===== config.mk =====
export PLATFORM = sky130hd
export DESIGN_NAME = buck_boost_control_regs
export DESIGN_NICKNAME = d
export VERILOG_FILES = /design/src/rtl/converter_ctrl_pkg.sv /design/src/rtl/buck_boost_control_regs.sv
export VERILOG_INCLUDE_DIRS = /design/src /design/src/rtl
export SDC_FILE = /design/constraint.sdc
export NUM_CORES = 1
export LEC_CHECK = 0
export ABC_CLOCK_PERIOD_IN_PS = 2600
export BUFFER_PORTS_ARGS = -buffer_cell sky130_fd_sc_hd__buf_2
export CORE_AREA = 2 2 78 80
export DETAILED_ROUTE_END_ITERATION = 7
export DIE_AREA = 0 0 80 82
export GPL_TIMING_DRIVEN = 0
export PLACE_DENSITY = 0.82
export SLEW_MARGIN = 20
export SYNTH_ARGS = -nofsm -noshare
export SYNTH_HDL_FRONTEND = slang
export SYNTH_SLANG_ARGS = --single-unit

===== constraint.sdc =====
create_clock -name sys_clk -period 2.6 [get_ports sys_clk]
set_input_delay 0.52 -clock sys_clk [delete_from_list [all_inputs] [get_ports sys_clk]]
set_output_delay 0.52 -clock sys_clk [all_outputs]
set_load 0.01 [all_outputs]

===== src/rtl/converter_ctrl_map.svh =====
/*
 * Offsets, field positions, reset values and register widths of the
 * buck/boost converter control registers.
 * Assumes it is included by bare name; definitions only.
 */
`ifndef CONVERTER_CTRL_MAP_SVH
`define CONVERTER_CTRL_MAP_SVH

// ----------------------------------------------------------------------
// Register offsets (byte addresses, 16-bit registers)
// ----------------------------------------------------------------------
`define CONV_ADDR_W 32
`define CONV_DATA_W 16
`define CONV_CTRL_ONE_ADDR 32'h5000_0080
`define CONV_CTRL_TWO_ADDR 32'h5000_0082
`define CONV_CTRL_THREE_ADDR 32'h5000_0084

// ----------------------------------------------------------------------
// Control one fields
// ----------------------------------------------------------------------
`define CONV_TUNE_HI 15
`define CONV_TUNE_LO 14
`define CONV_OSW_HI 13
`define CONV_OSW_LO 12
`define CONV_PSW_HI 11
`define CONV_PSW_LO 10
`define CONV_NSW_HI 9
`define CONV_NSW_LO 8
`define CONV_TEST_HI 7
`define CONV_TEST_LO 5
`define CONV_SPARE1_BIT 4
`define CONV_LOWTH_HI 3
`define CONV_LOWTH_LO 1
`define CONV_SPARE0_BIT 0

// ----------------------------------------------------------------------
// Control two fields
// ----------------------------------------------------------------------
`define CONV_VOUT_HI 15
`define CONV_VOUT_LO 12
`define CONV_BOOST_HI 11
`define CONV_BOOST_LO 9
`define CONV_TON_HI 8
`define CONV_TON_LO 7
`define CONV_ILIM_HI 6
`define CONV_ILIM_LO 3
`define CONV_CAL_HI 2
`define CONV_CAL_LO 0

// ----------------------------------------------------------------------
// Control three fields
// ----------------------------------------------------------------------
`define CONV_TMO_HI 4
`define CONV_TMO_LO 3
`define CONV_IDLE_HI 2
`define CONV_IDLE_LO 1
`define CONV_BUCK_BIT 0

// ----------------------------------------------------------------------
// Reset values
// ----------------------------------------------------------------------
`define CONV_CTRL_ONE_RST 16'h000C
`define CONV_CTRL_TWO_RST 16'h8C20
`define CONV_CTRL_THREE_RST 16'h0015
`define CONV_CTRL_THREE_MASK 16'h001F
`define CONV_READ_ZERO 16'h0000
`define CONV_BOOST_RST 3'h6
`define CONV_SYNC_RST 2'h0
`define CONV_SLOW_RST 1'b1

`endif


===== src/rtl/converter_ctrl_pkg.sv =====
/*
 * Types for the buck/boost converter control registers.
 * Assumes the map header for field positions.
 */
`default_nettype none

package converter_ctrl_pkg;

    // Drive-strength encoding shared by all three switches
    typedef enum logic [1:0] {
        DRIVE_FULL = 2'h0,
        DRIVE_TWO_THIRDS = 2'h1,
        DRIVE_ONE_THIRD = 2'h2,
        DRIVE_OFF = 2'h3
    } drive_level_t;

    // Idle-check trigger clock selection
    typedef enum logic [1:0] {
        IDLE_16MHZ = 2'h0,
        IDLE_4MHZ = 2'h1,
        IDLE_1MHZ = 2'h2,
        IDLE_250KHZ = 2'h3
    } idle_clock_t;

    // Whole state of the register bank
    typedef struct packed {
        logic [15:0] ctrlOne;
        logic [15:0] ctrlTwo;
        logic [15:0] ctrlThree;
        logic [15:0] readData;
        logic [1:0] otpSync;
        logic [1:0] oscSync;
        logic [2:0] boostCode;
        logic useSlowTrigger;
    } bank_state_t;

endpackage

`default_nettype wire


===== src/rtl/buck_boost_control_regs.sv =====
/*
 * Register bank for the on-chip buck/boost converter: three 16-bit
 * read/write control registers whose fields drive the analog converter.
 * Assumes a plain strobe bus on sys_clk; status levels from the oscillator
 * and OTP regulator logic arrive asynchronously and are synchronised here.
 *
 * Control one fields:
 *   15:14 senseTune, trim for the current-sense path
 *   13:12 output_switch_drive
 *   11:10 supply_switch_drive
 *   9:8   ground_switch_drive
 *   7:5   testMode, no function outside test
 *   4     spare, stored and read back
 *   3:1   low_input_threshold
 *   0     spare, stored and read back
 * Control two fields:
 *   15:12 converter_output_code
 *   11:9  boost_output_code, top bit forced by regulator status
 *   8:7   min_on_time
 *   6:3   switch_current_limit
 *   2:0   autoCalibration, zero turns calibration off
 * Control three fields:
 *   15:5  no storage, read as zero
 *   4:3   converterTimeout
 *   2:1   idleTriggerSelect
 *   0     buckEnable
 * Status level changes take three edges to reach an output.
 * Read data stands for the one cycle after the strobe, zero otherwise.
 */
// Summary of operation
// Three 2-bit switch drive fields: full, two-thirds, one-third, off.
// Two-bit tune field at top of control one, reset zero, forwarded.
// Three-bit low input threshold disabling boost, reset 0x6.
// Four-bit converter output code in bits 15:12, reset 0x8.
// Three-bit boost output code in bits 11:9, reset 0x6.
// Boost code MSB forced high while OTP regulator is enabled.
// Two-bit minimum on-time field, reset zero; software picks 2 or 1.
// Four-bit switch current limit field, reset 0x4.
// Three-bit calibration field; zero disables, reset zero.
// Two-bit idle trigger clock select, reset 0x2.
// Slow 32 kHz trigger used whenever no 16 MHz oscillator runs.
// Buck enable bit 0 of control three, reset one.
// Two-bit timeout field bits 4:3, reset 0x2, passed through.
// All fields read back as written except the forced boost MSB; unused bits reset zero.
`timescale 1ns/100ps
`include "converter_ctrl_map.svh"
`default_nettype none

module buck_boost_control_regs (
    // Clock and reset
    input wire logic sys_clk,
    input wire logic resetn,
    // Register port
    input wire logic [`CONV_ADDR_W-1:0] regAddr,
    input wire logic [`CONV_DATA_W-1:0] regWriteData,
    input wire logic regWrite,
    input wire logic regRead,
    output logic [`CONV_DATA_W-1:0] regReadData,
    // Asynchronous status from the surrounding system
    input wire logic otpRegulatorOn,
    input wire logic fastOscActive,
    // Control one outputs
    output logic [1:0] senseTune,
    output logic [1:0] output_switch_drive,
    output logic [1:0] supply_switch_drive,
    output logic [1:0] ground_switch_drive,
    output logic [2:0] testMode,
    output logic [2:0] low_input_threshold,
    // Control two outputs
    output logic [3:0] converter_output_code,
    output logic [2:0] boost_output_code,
    output logic [1:0] min_on_time,
    output logic [3:0] switch_current_limit,
    output logic [2:0] autoCalibration,
    // Control three outputs
    output logic [1:0] converterTimeout,
    output logic [1:0] idleTriggerSelect,
    output logic useSlowIdleTrigger,
    output logic buckEnable
);

    // ------------------------------------------------------------------
    // Register bank state, synchroniser stages included
    // ------------------------------------------------------------------
    converter_ctrl_pkg::bank_state_t state_reg;
    converter_ctrl_pkg::bank_state_t state_next;

    // Next-state: synchronisers, writes, read data and derived levels
    always_comb begin
        state_next = state_reg;
        state_next.readData = `CONV_READ_ZERO;

        // Two stages per status level; only the second feeds any logic
        state_next.otpSync = {state_reg.otpSync[0], otpRegulatorOn};
        state_next.oscSync = {state_reg.oscSync[0], fastOscActive};

        // Slow trigger whenever the fast oscillator is seen stopped
        state_next.useSlowTrigger = ~state_reg.oscSync[1];

        // Register writes, field by field, whole 16-bit words only
        if (regWrite) begin
            unique case (regAddr)
                `CONV_CTRL_ONE_ADDR: begin
                    state_next.ctrlOne[`CONV_TUNE_HI:`CONV_TUNE_LO] =
                        regWriteData[`CONV_TUNE_HI:`CONV_TUNE_LO];
                    state_next.ctrlOne[`CONV_OSW_HI:`CONV_OSW_LO] =
                        regWriteData[`CONV_OSW_HI:`CONV_OSW_LO];
                    state_next.ctrlOne[`CONV_PSW_HI:`CONV_PSW_LO] =
                        regWriteData[`CONV_PSW_HI:`CONV_PSW_LO];
                    state_next.ctrlOne[`CONV_NSW_HI:`CONV_NSW_LO] =
                        regWriteData[`CONV_NSW_HI:`CONV_NSW_LO];
                    state_next.ctrlOne[`CONV_TEST_HI:`CONV_TEST_LO] =
                        regWriteData[`CONV_TEST_HI:`CONV_TEST_LO];
                    state_next.ctrlOne[`CONV_SPARE1_BIT] =
                        regWriteData[`CONV_SPARE1_BIT];
                    state_next.ctrlOne[`CONV_LOWTH_HI:`CONV_LOWTH_LO] =
                        regWriteData[`CONV_LOWTH_HI:`CONV_LOWTH_LO];
                    state_next.ctrlOne[`CONV_SPARE0_BIT] =
                        regWriteData[`CONV_SPARE0_BIT];
                end
                `CONV_CTRL_TWO_ADDR: begin
                    state_next.ctrlTwo[`CONV_VOUT_HI:`CONV_VOUT_LO] =
                        regWriteData[`CONV_VOUT_HI:`CONV_VOUT_LO];
                    // Stored boost bits stay as written, force or not
                    state_next.ctrlTwo[`CONV_BOOST_HI:`CONV_BOOST_LO] =
                        regWriteData[`CONV_BOOST_HI:`CONV_BOOST_LO];
                    state_next.ctrlTwo[`CONV_TON_HI:`CONV_TON_LO] =
                        regWriteData[`CONV_TON_HI:`CONV_TON_LO];
                    state_next.ctrlTwo[`CONV_ILIM_HI:`CONV_ILIM_LO] =
                        regWriteData[`CONV_ILIM_HI:`CONV_ILIM_LO];
                    state_next.ctrlTwo[`CONV_CAL_HI:`CONV_CAL_LO] =
                        regWriteData[`CONV_CAL_HI:`CONV_CAL_LO];
                end
                `CONV_CTRL_THREE_ADDR: begin
                    // Upper bits have no storage and read as zero
                    state_next.ctrlThree = `CONV_READ_ZERO;
                    state_next.ctrlThree[`CONV_TMO_HI:`CONV_TMO_LO] =
                        regWriteData[`CONV_TMO_HI:`CONV_TMO_LO];
                    state_next.ctrlThree[`CONV_IDLE_HI:`CONV_IDLE_LO] =
                        regWriteData[`CONV_IDLE_HI:`CONV_IDLE_LO];
                    state_next.ctrlThree[`CONV_BUCK_BIT] =
                        regWriteData[`CONV_BUCK_BIT];
                end
                default: begin
                    // Unmapped writes are ignored
                end
            endcase
        end

        // Boost code gets a flop of its own so the pin is glitch free;
        // the top bit is forced while the regulator status is high
        state_next.boostCode =
            state_next.ctrlTwo[`CONV_BOOST_HI:`CONV_BOOST_LO];
        if (state_reg.otpSync[1]) begin
            state_next.boostCode[2] = 1'b1;
        end

        // Read data for the cycle after the strobe
        if (regRead) begin
            unique case (regAddr)
                `CONV_CTRL_ONE_ADDR: begin
                    state_next.readData = state_reg.ctrlOne;
                end
                `CONV_CTRL_TWO_ADDR: begin
                    // Software sees the code the converter really gets
                    state_next.readData = state_reg.ctrlTwo;
                    state_next.readData[`CONV_BOOST_HI:`CONV_BOOST_LO] =
                        state_reg.boostCode;
                end
                `CONV_CTRL_THREE_ADDR: begin
                    state_next.readData = state_reg.ctrlThree;
                end
                default: begin
                    state_next.readData = `CONV_READ_ZERO;
                end
            endcase
        end
    end

    // Bank register; every reset value is a constant
    always_ff @(posedge sys_clk or negedge resetn) begin
        if (!resetn) begin
            state_reg.ctrlOne <= `CONV_CTRL_ONE_RST;
            state_reg.ctrlTwo <= `CONV_CTRL_TWO_RST;
            state_reg.ctrlThree <= `CONV_CTRL_THREE_RST;
            state_reg.readData <= `CONV_READ_ZERO;
            state_reg.otpSync <= `CONV_SYNC_RST;
            state_reg.oscSync <= `CONV_SYNC_RST;
            state_reg.boostCode <= `CONV_BOOST_RST;
            state_reg.useSlowTrigger <= `CONV_SLOW_RST;
        end else begin
            state_reg <= state_next;
        end
    end

    // ------------------------------------------------------------------
    // Outputs to the analog converter
    // ------------------------------------------------------------------
    // Fields are slices of flip-flops; forced MSB comes from a flop too
    assign regReadData = state_reg.readData;
    assign senseTune = state_reg.ctrlOne[`CONV_TUNE_HI:`CONV_TUNE_LO];
    assign output_switch_drive =
        state_reg.ctrlOne[`CONV_OSW_HI:`CONV_OSW_LO];
    assign supply_switch_drive =
        state_reg.ctrlOne[`CONV_PSW_HI:`CONV_PSW_LO];
    assign ground_switch_drive =
        state_reg.ctrlOne[`CONV_NSW_HI:`CONV_NSW_LO];
    assign testMode = state_reg.ctrlOne[`CONV_TEST_HI:`CONV_TEST_LO];
    assign low_input_threshold =
        state_reg.ctrlOne[`CONV_LOWTH_HI:`CONV_LOWTH_LO];
    assign converter_output_code =
        state_reg.ctrlTwo[`CONV_VOUT_HI:`CONV_VOUT_LO];
    assign boost_output_code = state_reg.boostCode;
    assign min_on_time = state_reg.ctrlTwo[`CONV_TON_HI:`CONV_TON_LO];
    assign switch_current_limit =
        state_reg.ctrlTwo[`CONV_ILIM_HI:`CONV_ILIM_LO];
    assign autoCalibration =
        state_reg.ctrlTwo[`CONV_CAL_HI:`CONV_CAL_LO];
    assign converterTimeout =
        state_reg.ctrlThree[`CONV_TMO_HI:`CONV_TMO_LO];
    assign idleTriggerSelect =
        state_reg.ctrlThree[`CONV_IDLE_HI:`CONV_IDLE_LO];
    assign useSlowIdleTrigger = state_reg.useSlowTrigger;
    assign buckEnable = state_reg.ctrlThree[`CONV_BUCK_BIT];

endmodule // buck_boost_control_regs

`default_nettype wire


==> results summary <==
The part of the total power dissipated in combinational logic came out at 5.2%. The die covers 0.00656 mm². IR analysis of the VDD net gives a maximum drop of 0.373 mV.

The clock network power share is between 40% and 50%. Summed over all instances, the cell type with the most area after synthesis is sky130_fd_sc_hd__dfrtp_1. The global-route wire length before repair is 9450 µm. Power spread over the standard cell area amounts to 537 mW/mm². Measured in cells, the most critical reg-to-reg path has a length of 3. The signed area change from the synthesized netlist to the final layout came out at 29.5%. The global routing usage on met1 is 23.6%.

The count of final max-slew check failures is 0. The remaining number of nets flagged by the antenna check after routing is 0. The number of remaining DRC errors is 0. The met2 track utilization from global routing is 33.3%. In this run, synthesis produced a sequential element count of approximately 60. The number of distinct library cells after synthesis is 29. Tracing the worst setup path back leads to its startpoint at regAddr[15]. The deepest clock path buffer count is 2. The later-pin clock latency in the skew report came out at 0.32 ns. Entering global routing, the biggest net connects 60 pins.

In this run, post-CTS hold repair placed 0 buffers. The initial detailed-routing violation count came out at 65. The internal power of the cells totals 1.63 mW.

The cell chosen for the clock root is sky130_fd_sc_hd__clkbuf_8. The net count of the mapped netlist came out at approximately 280. The height of the die came out at 82 µm. The top cell type's share of synthesized area is 41.0%. The post-route clock skew came out at 0.00670 ns. The number of fill cells is between 400 and 500. For this run, asynchronously set or reset flops after synthesis account for 100%.

The synthesized area divided by synthesized cell count came out at roughly 13 µm². The reported max-cap violation count came out at 0. By startpoint and endpoint, the worst setup path is classified as in -> reg. The flop-to-flop setup slack came out at 1.59 ns. The area used by sequential logic in the layout is 0.00149 mm².

The share of the yosys chip area belonging to registers is roughly 51%. Setup violations remaining at the end of the flow were counted as 0. The number of buffers added for setup after CTS is 0. The run finished with clean final reports. The area inside the core boundary is between 0.005 and 0.006 mm². Setup repair after global routing left no endpoint under its margin. The share of total power in sequential cells is 45.5%. The worst path arrival time is 2.47 ns. STA puts the critical path data required time at 2.80 ns. The worst register-to-register path ends at regReadData[3]. STA classifies the critical path startpoint as an input port. The half-perimeter wire length after placement came out at 4280 µm. After synthesis the cells add up to between 0.002 and 0.003 mm². The total area of multi-input combinational cells is 0.00102 mm². Counting I/O delays and the setup requirement, the final critical path takes about 2.3 ns. The final non-filler cell total is 418. After global routing, the most crowded layer is met2. The number of enable-type register cells in the synthesized netlist came out at 0. The global placer's final weighted congestion came out at just over 0.7.

The primary flip-flop cell chosen by synthesis mapping is sky130_fd_sc_hd__dfrtp_1. The repair_antennas step left the layout with diodes totalling 0. The leakage power is ~2.1 nW. At the pin with the least slew margin, the transition time is 0.827 ns. After detailed routing, the number of vias per cell comes to approximately 4.8.

CTS saw 59 sinks. TritonCTS built the clock tree. Across all layers, the routed design uses 1,988 vias.

The number of I/O pins is 106. The initial standard-cell utilization of the core came out at between 50 and 60%. The total overflow left after global routing is 0. The number of flip-flops in the largest register came out at 16. The count of warnings emitted by yosys is 0.

The detailed-routing iteration count for the pre-antenna-repair pass is 4. The maximum fanout along the worst path is 10. After clock tree synthesis, the clock-pin slew on the worst setup and hold paths is 0.06 ns. For this run, the top clock speed supported by timing is 441 MHz.

The ratio of cells with drive above 1 in the final layout came out at about two thirds. Buffers placed on the I/O ports in this run total around 110. The number of antenna violations at the first check in global routing is 0. The number of global-route vias before repair came out at 2,001. The row count is 28. The cell count after synthesis came out at 222. The final-layout setup total negative slack came out at 0 ns.

The worst relative slew slack is 44.4%. The worst setup path is captured at a register. In the global route stage, met3 resource usage came out at 5.60%. The deepest level of the CTS H-tree came out at 3. The overall fraction of global-route tracks in use came out at between 15 and 20%. Among all cell types in the netlist, the one instantiated most often is sky130_fd_sc_hd__buf_4.

The average wire per standard cell is 14.1 µm. The switching share of power came out at 19.9%. The final-stage net count is 392. After synthesis, the most frequently instantiated cells are 50 x sky130_fd_sc_hd__buf_4, 48 x sky130_fd_sc_hd__dfrtp_1, 28 x sky130_fd_sc_hd__mux2_2. After synthesis, the cell types taking the most area are sky130_fd_sc_hd__dfrtp_1 41%, sky130_fd_sc_hd__buf_4 13%, sky130_fd_sc_hd__mux2_2 11%. The portion of the clock cycle consumed by the worst path in the final layout came out at 87.2%. The instance count after placement with tap cells included came out at 402.

The die boundary width came out at 80 µm. In this run, CTS created clock tree buffers numbering 9. The final-report hold violation count came to 0. In this run the power spent charging and discharging nets is 405 µW. The startpoint of the most critical register-to-register path is low_input_threshold[2]. The total length of routed wires is 5890 µm. The worst min-delay path class is in -> async. The count of cells resized by post-cts repair came out at 0.
==> per-stage QoR <==
stage	setup slack [ns]	util, %	cell area (µm²)	hold slack (ns)	total power [mW]
after floorplan	0.431	-	2930	0.224	0.972
after global placement	0.0325	61.7	3550	0.338	1.05
after detailed placement	0.00765	61.8	3550	0.340	1.05
after CTS	0.288	66.0	3790	0.278	2.06
after global routing	0.236	66.0	3790	0.278	2.12
final	0.333	66.0	3790	0.267	2.03
==> critical path, stage by stage <==
cell,delay [ns]
sky130_fd_sc_hd__buf_2,0.10
sky130_fd_sc_hd__nor4_2,0.34
sky130_fd_sc_hd__nand4_2,0.27
sky130_fd_sc_hd__nor4_4,0.63
sky130_fd_sc_hd__buf_6,0.27
sky130_fd_sc_hd__mux2_4,0.31
==> worst max-delay path by stage <==
stage / to / slack [ns] / cells after the start
floorplan: converter_output_code[0] / 0.43 / 5
global placement: min_on_time[1] / 0.03 / 6
detailed placement: converter_output_code[2] / 0.008 / 6
CTS: converter_output_code[2] / 0.29 / 6
global route: converter_output_code[2] / 0.24 / 6
finish: converter_output_code[2] / 0.33 / 6
==> cells by family after synthesis <==
| logic type | Yosys count | synth area share, % |
|---|---|---|
| flip-flops | 59 | 50.9 |
| buffers and inverters | 58 | 14.4 |
| multiplexers | 52 | 20.3 |
| AND/OR/NAND/NOR | 45 | 12.6 |
| AO/OA/AOI/OAI | 8 | 1.79 |
==> power by group through the flow <==
stage / Combinational (mW) / Clock, mW / Sequential (mW)
final: 0.105 / 1.00 / 0.926
after CTS: 0.108 / 1.02 / 0.926
after floorplan: 0.0294 / 0 / 0.943
after global routing: 0.116 / 1.08 / 0.925
after detailed placement: 0.107 / 0 / 0.942
after global placement: 0.104 / 0 / 0.942
==> placed cells by master (no fill, tap or decap), types with 8 or more instances in the layout <==
cell,synthesis,routed
sky130_fd_sc_hd__mux2i_1,16,16
sky130_fd_sc_hd__clkbuf_8,0,10
sky130_fd_sc_hd__mux2_4,8,8
sky130_fd_sc_hd__buf_2,1,105
sky130_fd_sc_hd__nor2_1,12,12
sky130_fd_sc_hd__nand2_1,8,8
sky130_fd_sc_hd__buf_4,50,51
sky130_fd_sc_hd__dfrtp_1,48,48
sky130_fd_sc_hd__dfstp_2,11,11
sky130_fd_sc_hd__mux2_2,28,28
==> layout make-up <==
cell class,count,area share [%]
clock buffers,11,3.73
repair buffers,105,13.9
flip-flops and latches,59,39.3
plain buffers,56,10.9
multi-input cells,105,26.8
clock inverters,5,2.64
well taps,75,2.48
inverters,2,0.198
==> routing by layer <==
metal	vias to the layer above	part of all wire [%]
li1	952	-
met1	966	41
met2	64	52
met3	6	5.7
met4	0	1.1
met5	-	0
(Power assumes the default switching activity.)
